`src/pkg/card_width_pkg.sv`:
```
package card_width_pkg;

    // Register byte addresses (index times four)
    localparam logic [7:0] MODE_IDX      = 8'h20;
    localparam logic [7:0] ENH1_IDX      = 8'he0;
    localparam logic [9:0] MODE_ADDR     = 10'h080;
    localparam logic [9:0] ENH1_ADDR     = 10'h380;
    localparam logic [9:0] STATUS_ADDR   = 10'h3c0;
    localparam logic [9:0] IRQ_STAT_ADDR = 10'h3c4;
    localparam logic [9:0] IRQ_MASK_ADDR = 10'h3c8;
    localparam logic [9:0] CYCLE_ADDR    = 10'h3cc;

    // Reset values
    localparam logic [7:0] MODE_RESET    = 8'h70;
    localparam logic [7:0] ENH1_RESET    = 8'h00;
    localparam logic [3:0] MASK_RESET    = 4'h0;

    // Field positions, mode register
    localparam int MODE_S0_EN_N   = 7;
    localparam int MODE_S1_EN_N   = 6;
    localparam int MODE_ROUTE_HI  = 5;
    localparam int MODE_ROUTE_LO  = 4;
    localparam int MODE_S0_VPP    = 3;
    localparam int MODE_S0_BYTE   = 2;
    localparam int MODE_S1_VPP    = 1;
    localparam int MODE_S1_BYTE   = 0;

    // Field positions, enhancement register
    localparam int ENH_BYTE_MEM   = 4;
    localparam int ENH_CHG_SW     = 3;
    localparam int ENH_REALTIME   = 1;

    // Power sequencing time per socket
    localparam int POWER_SEQ_US   = 100;
    localparam int CLK_MHZ        = 100;
    localparam int POWER_SEQ_CYC  = POWER_SEQ_US * CLK_MHZ;

    // Card access kinds
    typedef enum logic [1:0] {ACC_EVEN, ACC_ODD, ACC_WORD} access_t;

endpackage

```
`src/core/card_power_seq.sv`:
```
`timescale 1ns/1ps

module card_power_seq
    import card_width_pkg::*;
#(
    parameter int SEQ_CYCLES = POWER_SEQ_CYC
)(
    input  wire logic clk_i,
    input  wire logic rst_i,
    input  wire logic card_n_a_i,
    input  wire logic enable_i,
    output logic      done_o
);

    typedef enum {OFF, RAMP, ON} seq_state_t;

    seq_state_t  state;
    logic [31:0] count;

    // Ramp starts on insertion or socket power-on and drops back to OFF on removal
    always_ff @(posedge clk_i)
    begin
        if (rst_i || !card_n_a_i || !enable_i)
        begin
            state <= OFF;
            count <= 32'h0;
        end
        else
        begin
            case (state)
                OFF:  state <= RAMP;
                RAMP:
                begin
                    count <= count + 32'h1;
                    if (count == 32'(SEQ_CYCLES - 1))
                        state <= ON;
                end
                ON:   state <= ON;
                default: state <= OFF;
            endcase
        end
    end

    assign done_o = (state == ON);

endmodule

```
`src/core/card_lane_steer.sv`:
```
`timescale 1ns/1ps

module card_lane_steer
    import card_width_pkg::*;
(
    input  wire logic    byte_wide_i,
    input  wire access_t kind_i,
    input  wire logic    second_i,
    output logic         a0_o,
    output logic         ce2_n_o,
    output logic         ce1_n_o,
    output logic         high_buffer_enable_n_o,
    output logic         low_buffer_enable_n_o
);

    wire word16 = !byte_wide_i && (kind_i == ACC_WORD);
    wire odd16  = !byte_wide_i && (kind_i == ACC_ODD);

    // Byte-wide sockets always sit on the low lane
    assign a0_o    = byte_wide_i ? ((kind_i == ACC_ODD) || second_i)
                                 : (kind_i == ACC_ODD);
    assign ce1_n_o = odd16;
    assign ce2_n_o = !(odd16 || word16);
    // Buffer enables track the card enables
    assign high_buffer_enable_n_o = !(odd16 || word16);
    assign low_buffer_enable_n_o  = odd16;

endmodule

```
`src/core/card_width_detect.sv`:
```
// Added by the designer: the Wishbone slave port.
`timescale 1ns/1ps

// Operation
// - Byte-wide memory sockets exist only while enhancement bit 4 is one.
// - Mode bits 2 and 0 pick byte or word width for sockets 0 and 1.
// - Width bits steer memory cycles only, never I/O cycles.
// - With the enhancement off the width bits are inert.
// - A byte-wide socket uses the low lane with CE2 high, CE1 low.
// - A word access to a byte socket runs as even then odd byte.
// - Word sockets drive A0 and enables by even, odd or word kind.
// - Mode bit 7 enables socket 0 low, bit 6 socket 1, reset 0 and 1.
// - Mode bits 5:4 route the status interrupt to NMI, IRQ2, 6 or 7.
// - Enhancement bit 1 selects real time; change logic ignores bit 3.
// - In real-time mode card_n_a follows the detect pins at once.
// - Real-time mode keeps power sequencing after insertion.
// - In real-time mode ready reads sequencing progress.
// - Otherwise ready is the pin and card_n_a waits for sequencing.
module card_width_detect
    import card_width_pkg::*;
#(
    parameter int SEQ_CYCLES = POWER_SEQ_CYC
)(
    input  wire logic        clk_i,
    input  wire logic        rst_i,
    input  wire logic        cyc_i,
    input  wire logic        stb_i,
    input  wire logic        we_i,
    input  wire logic [9:0]  adr_i,
    input  wire logic [3:0]  sel_i,
    input  wire logic [31:0] dat_i,
    output logic      [31:0] dat_o,
    output logic             ack_o,
    output logic             err_o,
    input  wire logic [1:0]  card_detect_n_i,
    input  wire logic [1:0]  card_ready_i,
    input  wire logic        io_cycle_i,
    input  wire logic        io_byte_wide_i,
    output logic             a0_o,
    output logic             ce2_n_o,
    output logic             ce1_n_o,
    output logic             high_buffer_enable_n_o,
    output logic             low_buffer_enable_n_o,
    output logic             busy_o,
    output logic             socket0_enable_n,
    output logic             socket1_enable_n,
    output logic             socket0_prog_supply_en,
    output logic             socket1_prog_supply_en,
    output logic             irq_nmi_o,
    output logic             irq2_o,
    output logic             irq6_o,
    output logic             irq7_o
);

    ////////////////////////////////////////////////////////////////////////
    // Registers
    logic [7:0]  mode;
    logic [7:0]  enh1;
    logic [3:0]  irq_stat;
    logic [3:0]  irq_mask;
    logic [1:0]  det_meta;
    logic [1:0]  det_sync;
    logic [1:0]  rdy_meta;
    logic [1:0]  rdy_sync;
    logic [1:0]  card_n_a_prev;
    logic [1:0]  seq_prev;
    wire  [1:0]  seq_done;
    logic        second_half;
    logic        cycle_sock;
    access_t     cycle_kind;

    ////////////////////////////////////////////////////////////////////////
    // Bus decode
    wire req     = cyc_i && stb_i && !ack_o && !err_o;
    wire hit_m   = adr_i == MODE_ADDR;
    wire hit_e   = adr_i == ENH1_ADDR;
    wire hit_s   = adr_i == STATUS_ADDR;
    wire hit_is  = adr_i == IRQ_STAT_ADDR;
    wire hit_im  = adr_i == IRQ_MASK_ADDR;
    wire hit_c   = adr_i == CYCLE_ADDR;
    wire mapped  = hit_m || hit_e || hit_s || hit_is || hit_im || hit_c;
    wire wr      = req && we_i && sel_i[0] && mapped;
    wire byte_en = enh1[ENH_BYTE_MEM];
    wire rt_en   = enh1[ENH_REALTIME];

    // Width bits count only with the enhancement on
    wire [1:0] byte_wide;
    assign byte_wide[0] = byte_en && mode[MODE_S0_BYTE];
    assign byte_wide[1] = byte_en && mode[MODE_S1_BYTE];

    // Detect pins are active low; card_n_a bit active low too
    wire [1:0] card_in = ~det_sync;
    wire [1:0] sock_on = {~mode[MODE_S1_EN_N], ~mode[MODE_S0_EN_N]};

    // Status view per socket
    wire [1:0] card_n_a_n;
    wire [1:0] ready_bit;
    genvar g;
    generate
        for (g = 0; g < 2; g++)
        begin : g_sock
            card_power_seq #(.SEQ_CYCLES(SEQ_CYCLES)) u_seq (
                .clk_i     (clk_i),
                .rst_i     (rst_i),
                .card_n_a_i (card_in[g]),
                .enable_i  (sock_on[g]),
                .done_o    (seq_done[g])
            );
            assign card_n_a_n[g] = rt_en ? det_sync[g]
                                        : !(card_in[g] && seq_done[g]);
            assign ready_bit[g] = rt_en ? seq_done[g]
                                        : rdy_sync[g];
        end
    endgenerate

    // Status layout: ready bits sit above the card_n_a bits
    wire [7:0] status_rd = {4'h0, ready_bit, card_n_a_n};
    // Events: presence changes and sequencing completions per socket
    wire [3:0] events = {seq_done & ~seq_prev,
                         (~card_n_a_n) ^ card_n_a_prev};
    wire [3:0] next_irq_stat = (irq_stat & ~((wr && hit_is) ? dat_i[3:0]
                                                            : 4'h0))
                               | events;  // Set wins over clear

    // Unmapped offsets read zero, but they answer with err instead of ack
    wire [31:0] rd_mux = hit_m  ? {24'h0, mode} :
                         hit_e  ? {24'h0, enh1} :
                         hit_s  ? {24'h0, status_rd} :
                         hit_is ? {28'h0, irq_stat} :
                         hit_im ? {28'h0, irq_mask} :
                         hit_c  ? {29'h0, busy_o, cycle_sock, 1'b0} :
                                  32'h0;

    ////////////////////////////////////////////////////////////////////////
    // Pin synchronisers
    always_ff @(posedge clk_i)
    begin
        det_meta <= card_detect_n_i;
        det_sync <= det_meta;
        rdy_meta <= card_ready_i;
        rdy_sync <= rdy_meta;
    end

    // Bus answer: one cycle after request, err on unmapped
    always_ff @(posedge clk_i)
    begin
        if (rst_i)
        begin
            ack_o <= 1'b0;
            err_o <= 1'b0;
            dat_o <= 32'h0;
        end
        else
        begin
            ack_o <= req && mapped;
            err_o <= req && !mapped;
            dat_o <= rd_mux;
        end
    end

    // Control registers; status register writes ignored
    always_ff @(posedge clk_i)
    begin
        if (rst_i)
        begin
            mode     <= MODE_RESET;
            enh1     <= ENH1_RESET;
            irq_mask <= MASK_RESET;
        end
        else if (wr)
        begin
            if (hit_m)
                mode <= dat_i[7:0];
            if (hit_e)
                enh1 <= dat_i[7:0];
            if (hit_im)
                irq_mask <= dat_i[3:0];
        end // hit_s never written
    end

    // Interrupt status tracking
    always_ff @(posedge clk_i)
    begin
        if (rst_i)
        begin
            irq_stat     <= 4'h0;
            card_n_a_prev <= 2'h0;
            seq_prev     <= 2'h0;
        end
        else
        begin
            irq_stat     <= next_irq_stat;
            card_n_a_prev <= ~card_n_a_n;
            seq_prev     <= seq_done;
        end
    end

    // Status interrupt routed by the mode field
    wire irq_any = |(irq_stat & irq_mask);
    wire [1:0] route = {mode[MODE_ROUTE_HI], mode[MODE_ROUTE_LO]};
    always_ff @(posedge clk_i)
    begin
        if (rst_i)
        begin
            {irq_nmi_o, irq2_o, irq6_o, irq7_o} <= 4'h0;
        end
        else
        begin
            irq_nmi_o <= irq_any && (route == 2'h0);
            irq2_o    <= irq_any && (route == 2'h1);
            irq6_o    <= irq_any && (route == 2'h2);
            irq7_o    <= irq_any && (route == 2'h3);
        end
    end

    ////////////////////////////////////////////////////////////////////////
    // Card cycle sequencer: a write to the cycle register launches one
    // access; bits 1:0 kind, bit 2 socket. I/O cycles keep their own width.
    wire mem_wide8 = io_cycle_i ? io_byte_wide_i
                                : byte_wide[cycle_sock];
    wire split     = mem_wide8 && (cycle_kind == ACC_WORD);
    wire start     = wr && hit_c && !busy_o;
    wire        s_a0, s_ce2, s_ce1, s_hb, s_lb;

    card_lane_steer u_steer (
        .byte_wide_i            (mem_wide8),
        .kind_i                 (cycle_kind),
        .second_i               (second_half),
        .a0_o                   (s_a0),
        .ce2_n_o                (s_ce2),
        .ce1_n_o                (s_ce1),
        .high_buffer_enable_n_o (s_hb),
        .low_buffer_enable_n_o  (s_lb)
    );

    // A split word keeps busy one extra cycle for its odd half
    always_ff @(posedge clk_i)
    begin
        if (rst_i)
        begin
            busy_o      <= 1'b0;
            second_half <= 1'b0;
            cycle_sock  <= 1'b0;
            cycle_kind  <= ACC_EVEN;
        end
        else if (start)
        begin
            busy_o     <= 1'b1;
            cycle_sock <= dat_i[2];
            cycle_kind <= access_t'(dat_i[1:0]);
        end
        else if (busy_o && split && !second_half)
            second_half <= 1'b1;
        else
        begin
            busy_o      <= 1'b0;
            second_half <= 1'b0;
        end
    end

    // Card enables and buffer enables idle high, A0 low, when no cycle runs
    always_ff @(posedge clk_i)
    begin
        if (rst_i || !busy_o)
        begin
            a0_o <= 1'b0;
            {ce2_n_o, ce1_n_o} <= 2'h3;
            {high_buffer_enable_n_o, low_buffer_enable_n_o} <= 2'h3;
        end
        else
        begin
            a0_o <= s_a0;
            ce2_n_o <= s_ce2;
            ce1_n_o <= s_ce1;
            high_buffer_enable_n_o <= s_hb;
            low_buffer_enable_n_o <= s_lb;
        end
    end

    // Socket enables and supply switches follow the mode bits a cycle late
    always_ff @(posedge clk_i)
    begin
        if (rst_i)
        begin
            socket0_enable_n <= 1'b0;
            socket1_enable_n <= 1'b1;
            socket0_prog_supply_en <= 1'b0;
            socket1_prog_supply_en <= 1'b0;
        end
        else
        begin
            socket0_enable_n <= mode[MODE_S0_EN_N];
            socket1_enable_n <= mode[MODE_S1_EN_N];
            socket0_prog_supply_en <= mode[MODE_S0_VPP];
            socket1_prog_supply_en <= mode[MODE_S1_VPP];
        end
    end

endmodule

```
`config.mk`:
```
export PLATFORM = sky130hd
export DESIGN_NAME = card_width_detect
export DESIGN_NICKNAME = d
export VERILOG_FILES = /design/src/pkg/card_width_pkg.sv /design/src/core/card_power_seq.sv /design/src/core/card_lane_steer.sv /design/src/core/card_width_detect.sv
export SDC_FILE = /design/constraint.sdc
export NUM_CORES = 1
export LEC_CHECK = 0
export BUFFER_PORTS_ARGS = -buffer_cell sky130_fd_sc_hd__buf_2
export CAP_MARGIN = 20
export CORE_MARGIN = 2
export CORE_UTILIZATION = 45
export DETAILED_ROUTE_END_ITERATION = 12
export GPL_ROUTABILITY_DRIVEN = 0
export PLACE_DENSITY = 0.77
export SLEW_MARGIN = 25
export SYNTH_ARGS = -nofsm -noshare
export SYNTH_HDL_FRONTEND = slang
export SYNTH_SLANG_ARGS = --single-unit
export TNS_END_PERCENT = 20
```
`constraint.sdc`:
```
create_clock -name clk_i -period 2.1 [get_ports clk_i]
set_input_delay 0.315 -clock clk_i [delete_from_list [all_inputs] [get_ports clk_i]]
set_output_delay 0.315 -clock clk_i [all_outputs]
set_load 0.1 [all_outputs]
```
## After elaboration in Yosys (flattened, before gate mapping)

Cells that the tools add are included.

| operators by class | value |
|---|---|
| bitwise gates (word level) | 9 |
| add/sub/neg operators | 2 |
| equal/unequal tests | 22 |
| mux-type cells | 22 |
| magnitude comparators | 1 |
| reductions and logical operators | 55 |

Operators by type and width:

| operator | number |
|---|---|
| one-hot mux 32 bit (3 select lines) | 2 |
| adder 32 x 1 -> 32 bit, second input constant | 2 |
| equality test 32 x 1 -> 1 bit, second input constant | 2 |
| equality test 32 x 14 -> 1 bit, second input constant | 2 |
| equality test 32 x 2 -> 1 bit, second input constant | 2 |
| equality test 32 x 3 -> 1 bit, second input constant | 2 |
| zero test 32 bit | 2 |
| 2-to-1 mux 32 bit | 2 |
| equality test 10 bit, second input constant | 5 |
| logical AND 1 bit | 24 |
| 2-to-1 mux 4 bit | 4 |
| 2-to-1 mux 8 bit | 2 |
| logical OR 1 bit | 12 |
| zero test 1 bit | 11 |
| 2-to-1 mux 1 bit | 11 |
| equality test 10 x 8 -> 1 bit, second input constant | 1 |
| AND 4 bit | 2 |
| equality test 2 bit, second input constant | 3 |
| NOT 2 bit | 3 |
| AND reduction 2 bit | 3 |
| OR reduction 6 bit | 1 |
| equality test 2 x 1 -> 1 bit, second input constant | 2 |
| inequality test 2 x 1 -> 1 bit, second input constant | 2 |
| NOT 4 bit | 1 |
| other kinds (8) | 8 |

| word-level totals | value |
|---|---|
| bits of input ports | 57 |
| output and inout port bits | 48 |
| bits in registers | 214 |
| logic and storage cells | 144 |

## Logic depth before layout (Yosys ltp)

Gate-level depths: netlist of the first run.

| depth | value |
|---|---|
| depth in word-level cells | 12 |
| depth in mapped cells | 9 |
| gate-level depth less buffers | 6 |

## By module

Synthesis of the first run repeated with hierarchy kept, for this count alone.

| second synthesis, totals | value |
|---|---|
| cell total of the unflattened synthesis | 692 |
| area, all modules | 6228.5 um^2 |

Modules (own cells, without submodules):

| module | seq. area each (um^2) | times used | area each (um^2) | cells an instance |
|---|---|---|---|---|
| card_width_detect | 1281.2 | 1 | 2672.6 | 269 |
| card_power_seq (g_sock[0].u_seq) | 680.7 | 1 | 1766.7 | 212 |
| card_power_seq (g_sock[1].u_seq) | 680.7 | 1 | 1740.4 | 203 |
| card_lane_steer | 0.0 | 1 | 48.8 | 8 |

## Worst setup path after synthesis of the first run

No wires, ideal clock.

| path | value |
|---|---|
| path type | register to register |
| start point | reg err_o |
| end point | reg irq_mask[0] |
| required time | 2.028 ns |
| arrival time | 2.109 ns |
| library setup time | 0.072 ns |
| path buffers | 2 |
| period minus slack after synthesis | 2.180 ns |
| path slack | -0.080 ns |
| cell stages (with the launch flop) | 7 |
| cells stage by stage | dfxtp_1 > nor4bb_1 > and2_1 > clkbuf_1 > and3_1 > clkbuf_1 > mux2i_1 |

| on the way | value |
|---|---|
| longest elaborated chain between the ends | 6 |

Ends and longest elaborated chain:

| what | RTL line | text |
|---|---|---|
| start, declared | card_width_detect.sv:34 | `output logic err_o,` |
| start signal, assigned | card_width_detect.sv:156 | `err_o <= req && !mapped;` |
| zero test 1 bit | card_width_detect.sv:74 | `wire req = cyc_i && stb_i && !ack_o && !err_o;` |
| logical AND 1 bit | card_width_detect.sv:74 |  |
| logical AND 1 bit (3 in series) | card_width_detect.sv:82 | `wire wr = req && we_i && sel_i[0] && mapped;` |
| AND reduction 2 bit (no source line) | n/a |  |
| end signal, assigned | card_width_detect.sv:177 | `irq_mask <= dat_i[3:0];` |
| end, declared | card_width_detect.sv:60 | `logic [3:0] irq_mask;` |

Every way passes these cells.
A chain may end at the register's enable or synchronous reset.

## Worst setup path in the final report of the first run

| path | value |
|---|---|
| start point | reg g_sock[1].u_seq.count[0] |
| end point | reg g_sock[1].u_seq.count[26] |

| on the way | value |
|---|---|
| longest elaborated chain between the ends | 1 |

Ends and longest elaborated chain:

| what | RTL line | text |
|---|---|---|
| start, declared | card_power_seq.sv:18 | `logic [31:0] count;` |
| start signal, assigned | card_power_seq.sv:34 | `count <= count + 32'h1;` |
| adder 32 x 1 -> 32 bit | card_power_seq.sv:34 |  |

Every way passes these cells.

==> results of run 1 <==
cell families (layout without fill, tap and decap cells):
group / count (synthesis) / in the layout / share of synthesized area, %
adders and majority gates: 8 / 8 / 1.66
muxes: 31 / 31 / 5.60
other: 1 / 24 / 0.0622
and+or+nand+nor: 294 / 295 / 27.0
xor gates and xnor gates: 24 / 24 / 3.48
buffers and inverters: 80 / 149 / 6.84
AOI/OAI and AO/OA: 119 / 119 / 12.2
DFF: 130 / 130 / 43.1
routing by layer:
layer	wire [um]	part of all wire [%]	GRT usage (%)	vias up
li1	-	-	-	2615
met1	6190	44	24.1	2501
met2	6660	48	31.8	173
met3	780	5.6	6.42	31
met4	292	2.1	6.18	0
met5	0	0	0	-
power by group:
group          switching (mW)  internal, mW  total [mW]
combinational           0.291        0.0708       0.361
sequential            0.00963          2.48        2.49
clock                    1.10          2.08        3.18
total                    1.40          4.63        6.03
worst reg2reg max path: cells and delay by family (launching register included):
| kind | cells | cell delay (ns) |
|---|---|---|
| flip-flops | 1 | 0.35 |
| AO/OA/AOI/OAI | 1 | 0.15 |
| adder cells (fa/ha/maj) | 1 | 0.22 |
| AND/OR/NAND/NOR | 3 | 1.25 |
flip-flops by register name, summed over array words and instances (netlist names), 4 cells and up:
register / count
g_sock.u_seq.state: 4
mode: 8
irq_stat: 4
g_sock.u_seq.count: 64
enh1: 8
irq_mask: 4
dat_o: 8
path summary, 6_finish.rpt:
kind / cells after the start / end / slack (ns)
max: 5 / g_sock[1].u_seq.count[26]$_SDFFE_PP0N_ / 0.07
min: 3 / mode[4]$_SDFFE_PP1P_ / 0.17
max reg2reg: 5 / g_sock[1].u_seq.count[26]$_SDFFE_PP0N_ / 0.07
min reg2reg: 0 / rdy_sync[0]$_DFF_P_ / 0.33
layout by cell type (no fill, tap or decap), types with 17 or more instances in the layout:
cell,instances
nand4_1,24
dfxtp_1,125
nor2_1,46
o21ai_0,26
clkbuf_16,17
inv_1,18
buf_4,42
conb_1,24
a21oi_1,47
mux2i_1,27
nand3_1,30
nand2_1,65
buf_2,53
what timing repair did:
action,CTS,global route
hold buffers,4,0
endpoints found under the hold margin,4,0
buffers inserted,0,1
gates resized for setup,0,11
endpoints found under the setup margin,0,10
layout make-up:
| type | instances | area share (%) |
|---|---|---|
| multi-input cells | 501 | 43.1 |
| repair buffers | 99 | 8.48 |
| flip-flops and latches | 130 | 35.6 |
| well taps | 176 | 3.01 |
| inverters | 18 | 0.923 |
| clock buffers | 20 | 6.38 |
| clock inverters | 12 | 2.46 |
per-stage QoR:
stage	area [sq um]	util, %	std cells	hold WS, ns	setup WS [ns]
3_3_place_gp	6580	49.8	918	0.310	0.0649
5_1_grt	7320	55.5	956	0.174	0.00144
6_report	7320	55.5	956	0.170	0.0727
4_1_cts	7260	55.1	954	0.158	0.0168
2_1_floorplan	6130	-	710	0.310	0.0301
3_5_place_dp	6580	49.8	918	0.316	0.0301
==> impl_metrics.toml, run 1 <==
[detailed_routing]
drtIter0Drc = 566
dr_total_vias = 5320
routedWlPerCell_um = 14.6
drc = 0
wl_um = 13900
drtPass1Iterations = 5
ant_nets = 0
post_drt_via_cell_ratio = 5.56

[pwr]
irDropWorstVdd_v = 0.000588
finalPower_mw = 6.03
power.static_leakage_nw = 2.75
powerDensity_nw_per_um2 = 825

[cts]
clk_pin_slew_ns = 0.06
cts_sinks = 130
cts_buffer_depth = 2
cts_tree = "built"
cts_buffers = 17
htree_levels = 4
clock_latency_ns = 0.42
cts_root_buf = "clkbuf_16"

[floorplanning]
coreArea_sq_um = 13200
io-pin-count = 105
rows = 42
die_w_um = 120
dieArea_sq_um = 14300
fp.dieH_um = 120
start_util_pct = 45.7

[synth]
ys_warn_count = 0
synth_commonest_cells = "dfxtp_1 (130), nand2_1 (65), a21oi_1 (48), nor2_1 (46), nand3_1 (30)"
synth_top_area_share_pct = 43.1
syn_inst = 687
synth_edf_count = 0
yosys.area.top_type = "dfxtp_1"
synth.avg_cell_area_sq_um = 8.78
async_reset_ff_share_pct = 0
synthFlopType = "dfxtp_1"
synth_most_common_cell = "dfxtp_1"
synth.cell_area_sq_um = 6030
synth.area.top_cells = "dfxtp_1 (43%), mux2i_1 (4.5%), nand2_1 (4.0%)"
ys_ff_latch = 130
synth_seq_area_share_pct = 43.1
synth_cell_types = 55

[setup_path]
required_ns = 2.46
cp-start-kind = "flip-flop"
critPathKind = "flip-flop to flip-flop"
cp_num_buf_inv = 0
critPathMaxStageDelay_ns = 0.59
slowest_stage = "or4_4"
arrival_ns = 2.38
crit_chain = "ha_2, nand4_4, or4_4, or4_1, a21oi_1"
r2r-start = "g_sock[1].u_seq.count[0]$_SDFFE_PP0N_"
end_kind = "flip-flop"
crit_family = "simple AND/OR/NAND/NOR gates"
crit_start = "g_sock[1].u_seq.count[0]$_SDFFE_PP0N_"
cp_max_fo = 5

[timing]
period_minus_slack_ns = 2.03
relSlewSlack_pct = 61.7
rsz0062_at_grt = "no"
min_period_over_period_pct = 96.5
timing.final.max_slew_violations = 0
fin_tns_setup_ns = 0
worst_slew_pin_slew_ns = 0.574
max_freq_ghz = 0.493
clock_skew_ns = 0.00656
final-setup-viol-count = 0
final_hold_viol_count = 0

[final_layout]
layout-drive-gt1-share_pct = 19.5
fin_nets = 832
seq_area_sq_um = 2610
n_antenna_cell = 0
num-fill-cells = 1147
multiInputGateArea_sq_um = 3150
area_growth_pct = 21.3

[global_route]
grt_max_degree = 29
antenna_found_initial = 0
grt_pass1_vias = 4786
globalRouteOverflowTotal = 0
grt_pass1_wl_um = 22300
grt_util_all_layers_pct = 19.4

[worst_hold_path]
hp-class = "input pin to flip-flop"
worstHoldStart = "dat_i[4]"

[placed_design]
dpl.hpwl_um = 9360
portBuffers = 53

[run]
drv_cap = 0

[outcome]
status = "finished, final reports clean"
No activity file was read; power rests on OpenSTA's default activity.
==> run 2, diff against run 1 <==
--- a/config.mk
+++ b/config.mk
@@ -11,6 +11,7 @@
 export CORE_UTILIZATION = 45
 export DETAILED_ROUTE_END_ITERATION = 12
 export GPL_ROUTABILITY_DRIVEN = 0
+export MAX_ROUTING_LAYER = met4
 export PLACE_DENSITY = 0.77
 export SLEW_MARGIN = 25
 export SYNTH_ARGS = -nofsm -noshare
==> run 2 against run 1 <==
  * Sequential cell count did not move
  * Wire length rose by 0.12%
  * Critical path type unchanged
  * Clock power barely moved
  * Combinational power barely moved
  * Critical endpoint unchanged
  * Die area did not move
  * Largest cell class unchanged
  * Utilization did not move
==> impl_metrics.toml, run 2 (synthesis results as in run 1) <==
[pwr]
powerDensity_nw_per_um2 = 825
power.static_leakage_nw = 2.75
irDropWorstVdd_v = 0.000592
finalPower_mw = 6.04

[floorplanning]
coreArea_sq_um = 13200
die_w_um = 120
io-pin-count = 105
rows = 42
start_util_pct = 45.7
dieArea_sq_um = 14300
fp.dieH_um = 120

[final_layout]
area_growth_pct = 21.3
final_common_cell = "dfxtp_1"
layout_common_cells = "dfxtp_1 (125), nand2_1 (65), buf_2 (53)"
n_antenna_cell = 0
layout-drive-gt1-share_pct = 19.5
fin_nets = 832
largest_register_ffs = 64
top_register = "g_sock.u_seq.count"
design_area_sq_um = 7320
num-fill-cells = 1147
fin_util_pct = 55.5

[run]
drv_cap = 0

[global_route]
grt_pass1_wl_um = 22400
globalRouteOverflowTotal = 0
antenna_found_initial = 0
grt_pass1_vias = 4795
grt_max_degree = 29
grt_util_all_layers_pct = 20.0

[setup_path]
critPathKind = "flip-flop to flip-flop"
arrival_ns = 2.39
cp_max_fo = 5
required_ns = 2.46
end_kind = "flip-flop"
cp-start-kind = "flip-flop"

[detailed_routing]
ant_nets = 0
post_drt_via_cell_ratio = 5.56
routedWlPerCell_um = 14.6
wl_um = 13900
drc = 0
dr_total_vias = 5312
drtIter0Drc = 597
drtPass1Iterations = 5

[timing]
min_period_over_period_pct = 96.8
max_freq_ghz = 0.492
relSlewSlack_pct = 61.5
clock_skew_ns = 0.00662
final_hold_viol_count = 0
period_minus_slack_ns = 2.03
timing.final.max_slew_violations = 0
final-setup-viol-count = 0
fin_tns_setup_ns = 0
worst_slew_pin_slew_ns = 0.576

[cts]
cts_buffer_depth = 2
cts_sinks = 130
clk_pin_slew_ns = 0.06
clock_latency_ns = 0.42
cts_tree = "built"
htree_levels = 4
cts_buffers = 17
cts_root_buf = "clkbuf_16"

[placed_design]
placed_area_sq_um = 6580
dpl.hpwl_um = 9360
portBuffers = 53

[worst_hold_path]
hp-class = "input pin to flip-flop"

[outcome]
status = "finished, final reports clean"
[run 2: cell counts in the layout (fill, tap and decap cells not counted)]
No cell type changed its count.
[run 2: timing repair]
action                                 in CTS  in global routing
hold buffers                                4                  0
gates resized for setup                     0                 11
setup endpoints to repair                   0                 10
setup buffers                               0                  1
endpoints found under the hold margin       4                  0
[run 2: layer usage]
| metal | share of wire [%] | global-route usage (%) | wire [um] |
|---|---|---|---|
| met5 | 0 | - | 0 |
| met4 | 1.9 | 5.96 | 260 |
| met3 | 5.8 | 6.70 | 802 |
| met2 | 48 | 31.8 | 6650 |
| met1 | 45 | 24.1 | 6230 |
[run 2: final cells by class]
| cell class | instances | area [sq um] | area share, % |
|---|---|---|---|
| multi-input combinational | 501 | 3150 | 43.1 |
| sequential | 130 | 2610 | 35.6 |
| timing repair buffer | 99 | 621 | 8.48 |
| clock buffer | 20 | 467 | 6.38 |
| tap | 176 | 220 | 3.01 |
| clock inverter | 12 | 180 | 2.46 |
| inverter | 18 | 67.6 | 0.923 |
[run 2: critical path, stage by stage (launching register included)]
cell and delay [ns]:
dfxtp_2 0.35, ha_2 0.22, nand4_4 0.13, or4_4 0.59, or4_1 0.52, a21oi_1 0.15
[run 2: path summary, 6_finish.rpt]
kind / from / endpoint / slack [ns] / cells after the start
setup / recovery: g_sock[1].u_seq.count[0]$_SDFFE_PP0N_ / g_sock[1].u_seq.count[26]$_SDFFE_PP0N_ / 0.07 / 5
hold / removal: dat_i[5] / enh1[5]$_SDFFE_PP0P_ / 0.17 / 3
setup reg to reg: g_sock[1].u_seq.count[0]$_SDFFE_PP0N_ / g_sock[1].u_seq.count[26]$_SDFFE_PP0N_ / 0.07 / 5
hold reg to reg: rdy_meta[1]$_DFF_P_ / rdy_sync[1]$_DFF_P_ / 0.33 / 0
[run 2: power by group]
part	switching, mW	leakage (nW)	internal [mW]	total (mW)
registers	0.00963	1.05	2.48	2.49
clock network	1.11	0.300	2.08	3.18
logic	0.291	1.39	0.0708	0.362
total	1.41	2.75	4.63	6.04
[run 2: through the flow]
step                std cells  hold slack, ns  worst slack [ns]
floorplan                 710           0.310            0.0301
global placement          918           0.310            0.0649
detailed placement        918           0.316            0.0301
CTS                       954           0.158            0.0168
global route              956           0.172         -0.000503
finish                    956           0.172            0.0676
